--- src/apds_pkg.sv ---
package apds_pkg;
  // ------------------------------------------------------------
  // Serial frame counts
  // ------------------------------------------------------------
  localparam logic [4:0] APDS_PD_FIRST_EDGE = 5'h02;
  localparam logic [4:0] APDS_PD_LAST_EDGE = 5'h09;
  localparam logic [4:0] APDS_KEEP_EDGE = 5'h0A;
  localparam logic [4:0] APDS_FRAME_EDGES = 5'h10;
  localparam logic [4:0] APDS_LEAD_ZEROS = 5'h04;
  localparam int APDS_DATA_BITS = 12;
  // ------------------------------------------------------------
  // Timing
  // ------------------------------------------------------------
  localparam int APDS_CLK_PERIOD_PS = 25000;
  localparam int APDS_POWERUP_TIME_NS = 1000;
  localparam int APDS_POWERUP_CYCLES =
    (APDS_POWERUP_TIME_NS * 1000 + APDS_CLK_PERIOD_PS - 1) / APDS_CLK_PERIOD_PS;
  localparam logic [6:0] APDS_POWERUP_CNT = 7'(APDS_POWERUP_CYCLES);
  // ------------------------------------------------------------
  // Reset values
  // ------------------------------------------------------------
  localparam logic APDS_PWR_RESET = 1'b1;
  typedef enum logic [2:0] {
    APDS_IDLE = 3'b001,
    APDS_CONV = 3'b010,
    APDS_WAKE = 3'b100
  } apds_state_t;
endpackage

--- src/apds_sync.sv ---
`timescale 1ns/10ps
module apds_sync
  import apds_pkg::*;
(
  // Clock and reset
  input wire logic mclk,
  input wire logic rst_b,
  // Level in and out
  input wire logic async_in,
  output logic sync_out
);
  logic meta_q;
  logic meta_d;
  logic sync_q;
  logic sync_d;

  always_comb begin
    meta_d = async_in;
    sync_d = meta_q;
  end

  // Idle level high keeps a released select from looking like a frame
  always_ff @(posedge mclk or negedge rst_b) begin
    if (!rst_b) begin
      meta_q <= 1'b1;
      sync_q <= 1'b1;
    end else begin
      meta_q <= meta_d;
      sync_q <= sync_d;
    end
  end

  assign sync_out = sync_q;
endmodule

--- src/apds_seq.sv ---
`timescale 1ns/10ps
module apds_seq
  import apds_pkg::*;
#(
  parameter int DATA_BITS = APDS_DATA_BITS
)
(
  // Clock and reset
  input wire logic mclk,
  input wire logic rst_b,
  // Serial link pins
  input wire logic frame_sel_b,
  input wire logic sclk,
  output logic serial_result_out,
  output logic serial_result_oe,
  // Converter core
  input wire logic [DATA_BITS-1:0] conv_data,
  output logic sample_now,
  output logic analog_on,
  output logic track_mode,
  output logic ready,
  output logic dummy_result
);
  logic sel_s;
  logic sclk_s;

  apds_sync u_sel (
    .mclk(mclk),
    .rst_b(rst_b),
    .async_in(frame_sel_b),
    .sync_out(sel_s)
  );

  apds_sync u_sclk (
    .mclk(mclk),
    .rst_b(rst_b),
    .async_in(sclk),
    .sync_out(sclk_s)
  );

  // ------------------------------------------------------------
  // Edge detection
  // ------------------------------------------------------------
  logic sel_p_q, sel_p_d, sclk_p_q, sclk_p_d;
  logic sel_fall, sel_rise, sclk_fall, sclk_any;

  always_comb begin
    sel_p_d = sel_s;
    sclk_p_d = sclk_s;
    sel_fall = sel_p_q & ~sel_s;
    sel_rise = ~sel_p_q & sel_s;
    sclk_fall = sclk_p_q & ~sclk_s;
    sclk_any = sclk_p_q ^ sclk_s;
  end

  // ------------------------------------------------------------
  // Frame sequencer
  // ------------------------------------------------------------
  apds_state_t st_q, st_d;
  logic [4:0] edge_q, edge_d;
  logic pwr_dn_q, pwr_dn_d;
  logic waking_q, waking_d;
  logic [6:0] up_cnt_q, up_cnt_d;
  logic dummy_q, dummy_d;
  logic [15:0] shift_q, shift_d;
  logic out_q, out_d;
  logic oe_q, oe_d;
  logic samp_q, samp_d;
  logic on_q, on_d;
  logic trk_q, trk_d;
  logic rdy_q, rdy_d;
  logic [15:0] word_w;

  always_comb begin
    st_d = st_q;
    edge_d = edge_q;
    pwr_dn_d = pwr_dn_q;
    waking_d = waking_q;
    up_cnt_d = up_cnt_q;
    dummy_d = dummy_q;
    shift_d = shift_q;
    out_d = out_q;
    oe_d = oe_q;
    samp_d = 1'b0;
    trk_d = trk_q;
    // First bit stands from select fall, so fall 15 brings the last data bit
    word_w = {APDS_LEAD_ZEROS'(0), conv_data} << (16 - APDS_LEAD_ZEROS - DATA_BITS);
    case (st_q)
      APDS_IDLE: begin
        if (sel_fall) begin
          edge_d = 5'h00;
          samp_d = ~pwr_dn_q;
          out_d = word_w[15];
          shift_d = {word_w[14:0], 1'b0};
          oe_d = 1'b1;
          dummy_d = pwr_dn_q;
          if (pwr_dn_q) begin
            waking_d = 1'b1;
            st_d = APDS_WAKE;
          end else begin
            trk_d = 1'b0;
            st_d = APDS_CONV;
          end
        end
      end
      APDS_CONV, APDS_WAKE: begin
        if (st_q == APDS_WAKE && sclk_any && !trk_q) begin
          trk_d = 1'b1;
        end
        if (sclk_fall && edge_q != 5'h1F) begin
          edge_d = edge_q + 5'h01;
          if (oe_q) begin
            out_d = shift_q[15];
            shift_d = {shift_q[14:0], 1'b0};
          end
          if (edge_q + 5'h01 == APDS_FRAME_EDGES) begin
            oe_d = 1'b0;
          end
          if (edge_q == 5'h0C && st_q == APDS_CONV) begin
            trk_d = 1'b1;
          end
        end
        if (sel_rise) begin
          oe_d = 1'b0;
          st_d = APDS_IDLE;
          if (st_q == APDS_WAKE) begin
            if (edge_q < APDS_KEEP_EDGE) begin
              pwr_dn_d = 1'b1;
              trk_d = 1'b0;
            end else begin
              pwr_dn_d = 1'b0;
            end
            waking_d = 1'b0;
          end else if (edge_q >= APDS_PD_FIRST_EDGE && edge_q <= APDS_PD_LAST_EDGE) begin
            pwr_dn_d = 1'b1;
            oe_d = 1'b0;
            trk_d = 1'b0;
          end else begin
            trk_d = 1'b1;
          end
        end
      end
      default: begin
        st_d = APDS_IDLE;
      end
    endcase
    // Power-up delay runs from select fall of a wake frame
    if (pwr_dn_d && !waking_d) begin
      up_cnt_d = 7'h00;
    end else if (up_cnt_q != APDS_POWERUP_CNT) begin
      up_cnt_d = up_cnt_q + 7'h01;
    end
    on_d = ~pwr_dn_d | waking_d;
    rdy_d = on_d && (up_cnt_d == APDS_POWERUP_CNT);
  end

  // Supply start taken as normal mode with track on; host dummy fixes it
  always_ff @(posedge mclk or negedge rst_b) begin
    if (!rst_b) begin
      sel_p_q <= 1'b1;
      // Serial clock idles high; a low value here would fake an edge
      sclk_p_q <= 1'b1;
      st_q <= APDS_IDLE;
      edge_q <= 5'h00;
      pwr_dn_q <= ~APDS_PWR_RESET;
      waking_q <= 1'b0;
      up_cnt_q <= 7'h00;
      dummy_q <= 1'b0;
      shift_q <= 16'h0000;
      out_q <= 1'b0;
      oe_q <= 1'b0;
      samp_q <= 1'b0;
      on_q <= 1'b1;
      trk_q <= 1'b1;
      rdy_q <= 1'b0;
    end else begin
      sel_p_q <= sel_p_d;
      sclk_p_q <= sclk_p_d;
      st_q <= st_d;
      edge_q <= edge_d;
      pwr_dn_q <= pwr_dn_d;
      waking_q <= waking_d;
      up_cnt_q <= up_cnt_d;
      dummy_q <= dummy_d;
      shift_q <= shift_d;
      out_q <= out_d;
      oe_q <= oe_d;
      samp_q <= samp_d;
      on_q <= on_d;
      trk_q <= trk_d;
      rdy_q <= rdy_d;
    end
  end

  assign serial_result_out = out_q;
  assign serial_result_oe = oe_q;
  assign sample_now = samp_q;
  assign analog_on = on_q;
  assign track_mode = trk_q;
  assign ready = rdy_q;
  assign dummy_result = dummy_q;
endmodule

--- config.mk ---
export PLATFORM = sky130hd
export DESIGN_NAME = apds_seq
export DESIGN_NICKNAME = d
export VERILOG_FILES = /design/src/apds_pkg.sv /design/src/apds_sync.sv /design/src/apds_seq.sv
export SDC_FILE = /design/constraint.sdc
export NUM_CORES = 1
export LEC_CHECK = 0
export ABC_AREA = 1
export BUFFER_PORTS_ARGS = -buffer_cell sky130_fd_sc_hd__buf_2
export CORE_MARGIN = 5
export CORE_UTILIZATION = 65
export CTS_BUF_LIST = sky130_fd_sc_hd__clkbuf_4
export CTS_CLUSTER_DIAMETER = 50
export DETAILED_ROUTE_END_ITERATION = 8
export PLACE_DENSITY = 0.87
export REMOVE_ABC_BUFFERS = 1
export SLEW_MARGIN = 20
export SYNTH_ARGS = -nofsm -noshare
export SYNTH_HDL_FRONTEND = slang
export SYNTH_SLANG_ARGS = --single-unit
--- constraint.sdc ---
create_clock -name mclk -period 3.12 [get_ports mclk]
set_input_delay 0.312 -clock mclk [delete_from_list [all_inputs] [get_ports mclk]]
set_output_delay 0.312 -clock mclk [all_outputs]
set_load 0.02 [all_outputs]
=== Word-level counts from Yosys, hierarchy flattened ===
Cells that the tools add are included.
W data, S select, Z words.

* Bits in registers: 46
* Bits of input ports: 16

* Reductions and logical operators: 17
* Mux-type cells: 44
* $add $sub $neg: 2
* Order comparisons: 3
* Equality and inequality tests: 15
* Bitwise logic cells: 10

{| class="wikitable"
|+ Operator list
! operator !! count
|-
| $mux W16 || 3
|-
| $pmux W16 S2 || 1
|-
| $mux W1 || 27
|-
| $mux W7 || 2
|-
| $mux W5 || 2
|-
| $ne A2 B2 Y1 const B || 5
|-
| $pmux W5 S2 || 1
|-
| $mux W3 || 3
|-
| $pmux W1 S2 || 4
|-
| $reduce_and A4 Y1 || 2
|-
| $add A7 B1 Y7 const B || 1
|-
| $eq A7 B6 Y1 const B || 1
|-
| $logic_and A1 B1 Y1 || 7
|-
| $ne A7 B6 Y1 const B || 1
|-
| $ne A3 B3 Y1 const B || 2
|-
| $pmux W3 S2 || 1
|-
| $reduce_and A3 Y1 || 2
|-
| $add A5 B1 Y5 const B || 1
|-
| $eq A5 B4 Y1 const B || 1
|-
| $eq A5 B5 Y1 const B || 1
|-
| $ge A5 B2 Y1 const B || 1
|-
| $le A5 B4 Y1 const B || 1
|-
| $lt A5 B4 Y1 const B || 1
|-
| $ne A5 B5 Y1 const B || 1
|-
| 11 further kinds || 19
|}

=== Longest topological paths before layout ===
* Depth in word-level cells: 10
* Mapped depth: 14
* Depth with buffers taken out: 14

=== Hierarchy ===
A second synthesis with hierarchy kept.

* Cells, all modules: 264
* Area, all modules: 2264.7 sq um

{| class="wikitable"
|+ Modules (own cells, without submodules)
! module !! instances !! cells each !! area each (sq um)
|-
| apds_seq || 1 || 260 || 2159.6
|-
| apds_sync || 2 || 2 || 52.6
|}

=== Worst setup path after synthesis ===
OpenSTA, ideal clock, no wires.

* Kind: flip-flop to flip-flop
* Start: register edge_q[0]
* End: register shift_q[1]
* Setup time: 74 ps
* Arrival time: 1934 ps
* Slack: 1112 ps
* Buffers on the path: 1
* Stages on the path, launching flop included: 12
* Data required time: 3046 ps
* Cells stage by stage: dfrtp_1 -> ha_1 -> nand2_1 -> nor2_1 -> ha_1 -> or2_2 -> inv_2 -> nor2_2 -> nor3_4 -> buf_6 -> nand3_2 -> o21ai_2

* Word-level cells in the longest chain between the ends: 4

{| class="wikitable"
|+ Ends and longest elaborated chain
! what !! RTL line !! source
|-
| start: declaration || apds_seq.sv:60 || <nowiki>logic [4:0] edge_q, edge_d;</nowiki>
|-
| start signal: assignment || apds_seq.sv:180 || <nowiki>edge_q <= edge_d;</nowiki>
|-
| $ne A5 B5 Y1 || apds_seq.sv:110 || <nowiki>if (sclk_fall && edge_q != 5'h1F) begin</nowiki>
|-
| $logic_and A1 B1 Y1 || apds_seq.sv:110 ||
|-
| $ne A2 B2 Y1 (no source line) || -- ||
|-
| $reduce_and A4 Y1 (no source line) || -- ||
|-
| end signal: assignment || apds_seq.sv:185 || <nowiki>shift_q <= shift_d;</nowiki>
|-
| end: declaration || apds_seq.sv:65 || <nowiki>logic [15:0] shift_q, shift_d;</nowiki>
|}

No other way between the ends.
A chain may end at the register's enable or synchronous reset.

=== Worst setup path in the final report ===
* Start: register edge_q[0]
* End: register shift_q[7]

The elaborated chain is that of the path after synthesis.

==> results by group <==
Placement
  • Post-detail-place hpwl: 2990 µm
  • Routability Congestion: between 0.8 and 0.9
  • Port Buffers: 22
  • DP Worst Slack: between 800 and 900 ps

Finish
  • Layout cells sized above 1: 0.252
  • Synth-to-Final Area Change: 9.50%
  • Antenna diodes: 0
  • Nets: approximately 300

Synthesis
  • Synth warnings: 0
  • Register area share after synthesis: 0.496
  • Synthesized instance count: between 200 and 300
  • #FFs+latches synth: 45
  • Post-Syn Area per Cell: roughly 9 µm²
  • Mapped Area: ~0.0023 mm²
  • Yosys cell types: 29

Die
  • Die Wd: around 69 µm
  • Core area: 0.00336 mm²
  • Rows: 21
  • Effective utilization at floorplan: 0.681
  • Die ar.: between 0.004 and 0.005 mm²
  • Die Height: 69.4 µm
  • Ports: 23

Routing
  • Via/cell ratio: a little over 5
  • DRC errors left: 0
  • Vias: 1,705
  • Detailed Route WL: just over 4000 µm
  • Drt first pass iters: 4
  • Routed length per instance: about 12 µm
  • Antenna viol nets, final: 0
  • Initial DRC count: about 120

Setup path
  • Setup crit end kind: flip-flop
  • CP Launch Type: flip-flop
  • CP max stage cell: dfrtp_1
  • CP peak stage delay: 460 ps
  • CP cell instances: ha_1 -> nand2_1 -> nor2_1 -> ha_1 -> or2_2 -> inv_2 -> nor2_2 -> nor3_4 -> buf_4 -> nor2_1 -> a21oi_2
  • Arr. time, crit path: about 2600 ps
  • CP delay by family, top: simple AND/OR/NAND/NOR gates
  • Setup CP Type: flip-flop to flip-flop
  • Crit path required time: between 3000 and 4000 ps
  • CP Max Fanout: 32
  • Worst Path Buf+Inv: 2

Clock tree
  • CTS sink cnt: 45
  • Post_cts resized: 0
  • Clk_lat worst skew: 370 ps
  • Hold_buf cts: 0
  • Root buffer cell: clkbuf_4
  • Clock-pin slew on the worst setup and hold paths: between 100 and 150 ps
  • Total CTS buffers: 5
  • Longest Clk Path Bufs: 2
  • CTS HTree Levels: 2
  • Post-CTS Setup Bufs: 0
  • CTS tree: yes

Power
  • Power density over cell area: between 700 and 800 mW/mm²
  • Max VDD drop: 491 µV
  • LEAKAGE: between 1 and 1.5 nW
  • Final Total Pwr: roughly 1.9 mW

Timing
  • Least-Margin Pin Slew: roughly 940 ps
  • Setup TNS: 0 ps
  • Peak Freq: between 0.4 and 0.5 GHz
  • Max Slew Vio Count: 0
  • Final min period: ~2300 ps
  • Max-slew headroom: 0.374
  • WHS: 71.0 ps
  • RSZ-0062 raised after global routing: false
  • Slack of the critical path: approximately 810 ps
  • Endpoints failing setup: 0
  • Fin crit share: 0.741
  • Skew final: between 9 and 10 ps
  • Final hold violations: 0

Global routing
  • Largest net degree at the start of global routing: 46
  • Grt ovf: 0
  • Gr usage total: 0.183
  • Number of global-route vias before repair: approximately 1,600
  • Initial antenna violation count: 0
  • First-pass GRT wire length: approximately 7000 µm

Run status
  • Status: finished clean

Run
  • Max Cap Viol: 0

Min path
  • Min-delay worst type: input pin to async pin
[logic make-up after synthesis]
kind of cell / after synthesis / synth area share
AND/OR/NAND/NOR: 99 / 0.208
XOR/XNOR: 7 / 0.0268
buffers and inverters: 49 / 0.0917
flip-flops: 45 / 0.496
adder cells (fa/ha/maj): 7 / 0.0382
AO/OA/AOI/OAI: 47 / 0.139
[report_power, final]
part / total, mW / internal (mW) / switching (mW)
sequential: 0.878 / 0.760 / 0.117
clock: 0.291 / 0.0920 / 0.199
combinational: 0.718 / 0.268 / 0.450
total: 1.89 / 1.12 / 0.766
[synth_stat cells, drive strengths merged]
cell type,number,area [µm²]
a21oi,17,119
buf,5,43.8
clkbuf,1,3.75
clkinv,1,5.00
dfrtp,36,901
dfstp,9,236
ha,7,87.6
inv,42,158
nand2,31,119
nand3,20,135
nand4,1,6.26
nor2,41,159
nor3,4,42.5
nor3b,1,7.51
o211ai,1,7.51
o21ai,15,90.1
o21bai,12,90.1
o22ai,2,12.5
or2,1,6.26
xor2,7,61.3
[routing by layer]
metal	track usage	vias to the layer above	part of all wire	wire, µm
met4	0.0759	0	0.022	90
met2	0.292	35	0.49	1980
met5	0	-	0	0
met1	0.230	804	0.45	1820
met3	0.0565	11	0.046	187
li1	-	855	-	-
[state kept, by name, summed over array words and instances (netlist names), 3 cells and up]
signal / count
shift_q: 15
up_cnt_q: 7
st_q: 3
edge_q: 5
[worst register-to-register path, stage by stage, from the launching register on]
cell	delay [ps]
dfrtp_1	460
ha_1	240
nand2_1	100
nor2_1	50
ha_1	160
or2_2	310
inv_2	110
nor2_2	60
nor3_4	170
buf_4	370
nor2_1	120
a21oi_2	110
[area by class of cell]
type / count / area (µm²)
timing repair buffer: 26 / 145
clock buffer: 5 / 37.5
clock inverter: 3 / 25.0
tap: 46 / 57.6
multi-input combinational: 160 / 943
sequential: 45 / 1140
inverter: 43 / 163
fill: 286 / 855
[metrics by stage]
step | utilization | instance area (µm²) | cells
global placement | 0.721 | 2430 | 318
finish | 0.746 | 2510 | 328
global route | 0.746 | 2510 | 328
CTS | 0.740 | 2490 | 326
floorplan | - | 2240 | 248
detailed placement | 0.721 | 2430 | 318
[placed cells by master, fill, tap and decap left out, types with 4 or more instances in the layout]
cell      synthesis  layout
dfstp_2           9       9
dfrtp_1          36      36
clkbuf_4          0       5
a21oi_1           8       8
inv_1            39      39
ha_1              7       7
xor2_1            7       7
buf_2             2      22
o21ai_0          10      10
a21oi_2           9       9
nand3_1          13      13
o21ai_2           4       4
nand3_2           7       7
o21bai_1         12      12
nand2_1          30      30
nor2_1           39      39
[path summary, 6_finish.rpt]
| check | startpoint | to | slack, ps | cells after the start |
|---|---|---|---|---|
| max | edge_q[0]$_DFFE_PN0P_ | shift_q[7]$_DFFE_PN0P_ | 810 | 11 |
| min | rst_b | st_q[1]$_DFFE_PN0P_ | 70 | 1 |
| max reg2reg | edge_q[0]$_DFFE_PN0P_ | shift_q[7]$_DFFE_PN0P_ | 810 | 11 |
| min reg2reg | u_sclk.meta_q$_DFF_PN1_ | u_sclk.sync_out$_DFF_PN1_ | 370 | 0 |
| max in group asynchronous | rst_b | up_cnt_q[2]$_DFF_PN0_ | 2470 | 1 |
| min in group mclk | conv_data[0] | shift_q[1]$_DFFE_PN0P_ | 180 | 3 |
No activity file was read; power rests on OpenSTA's default activity.
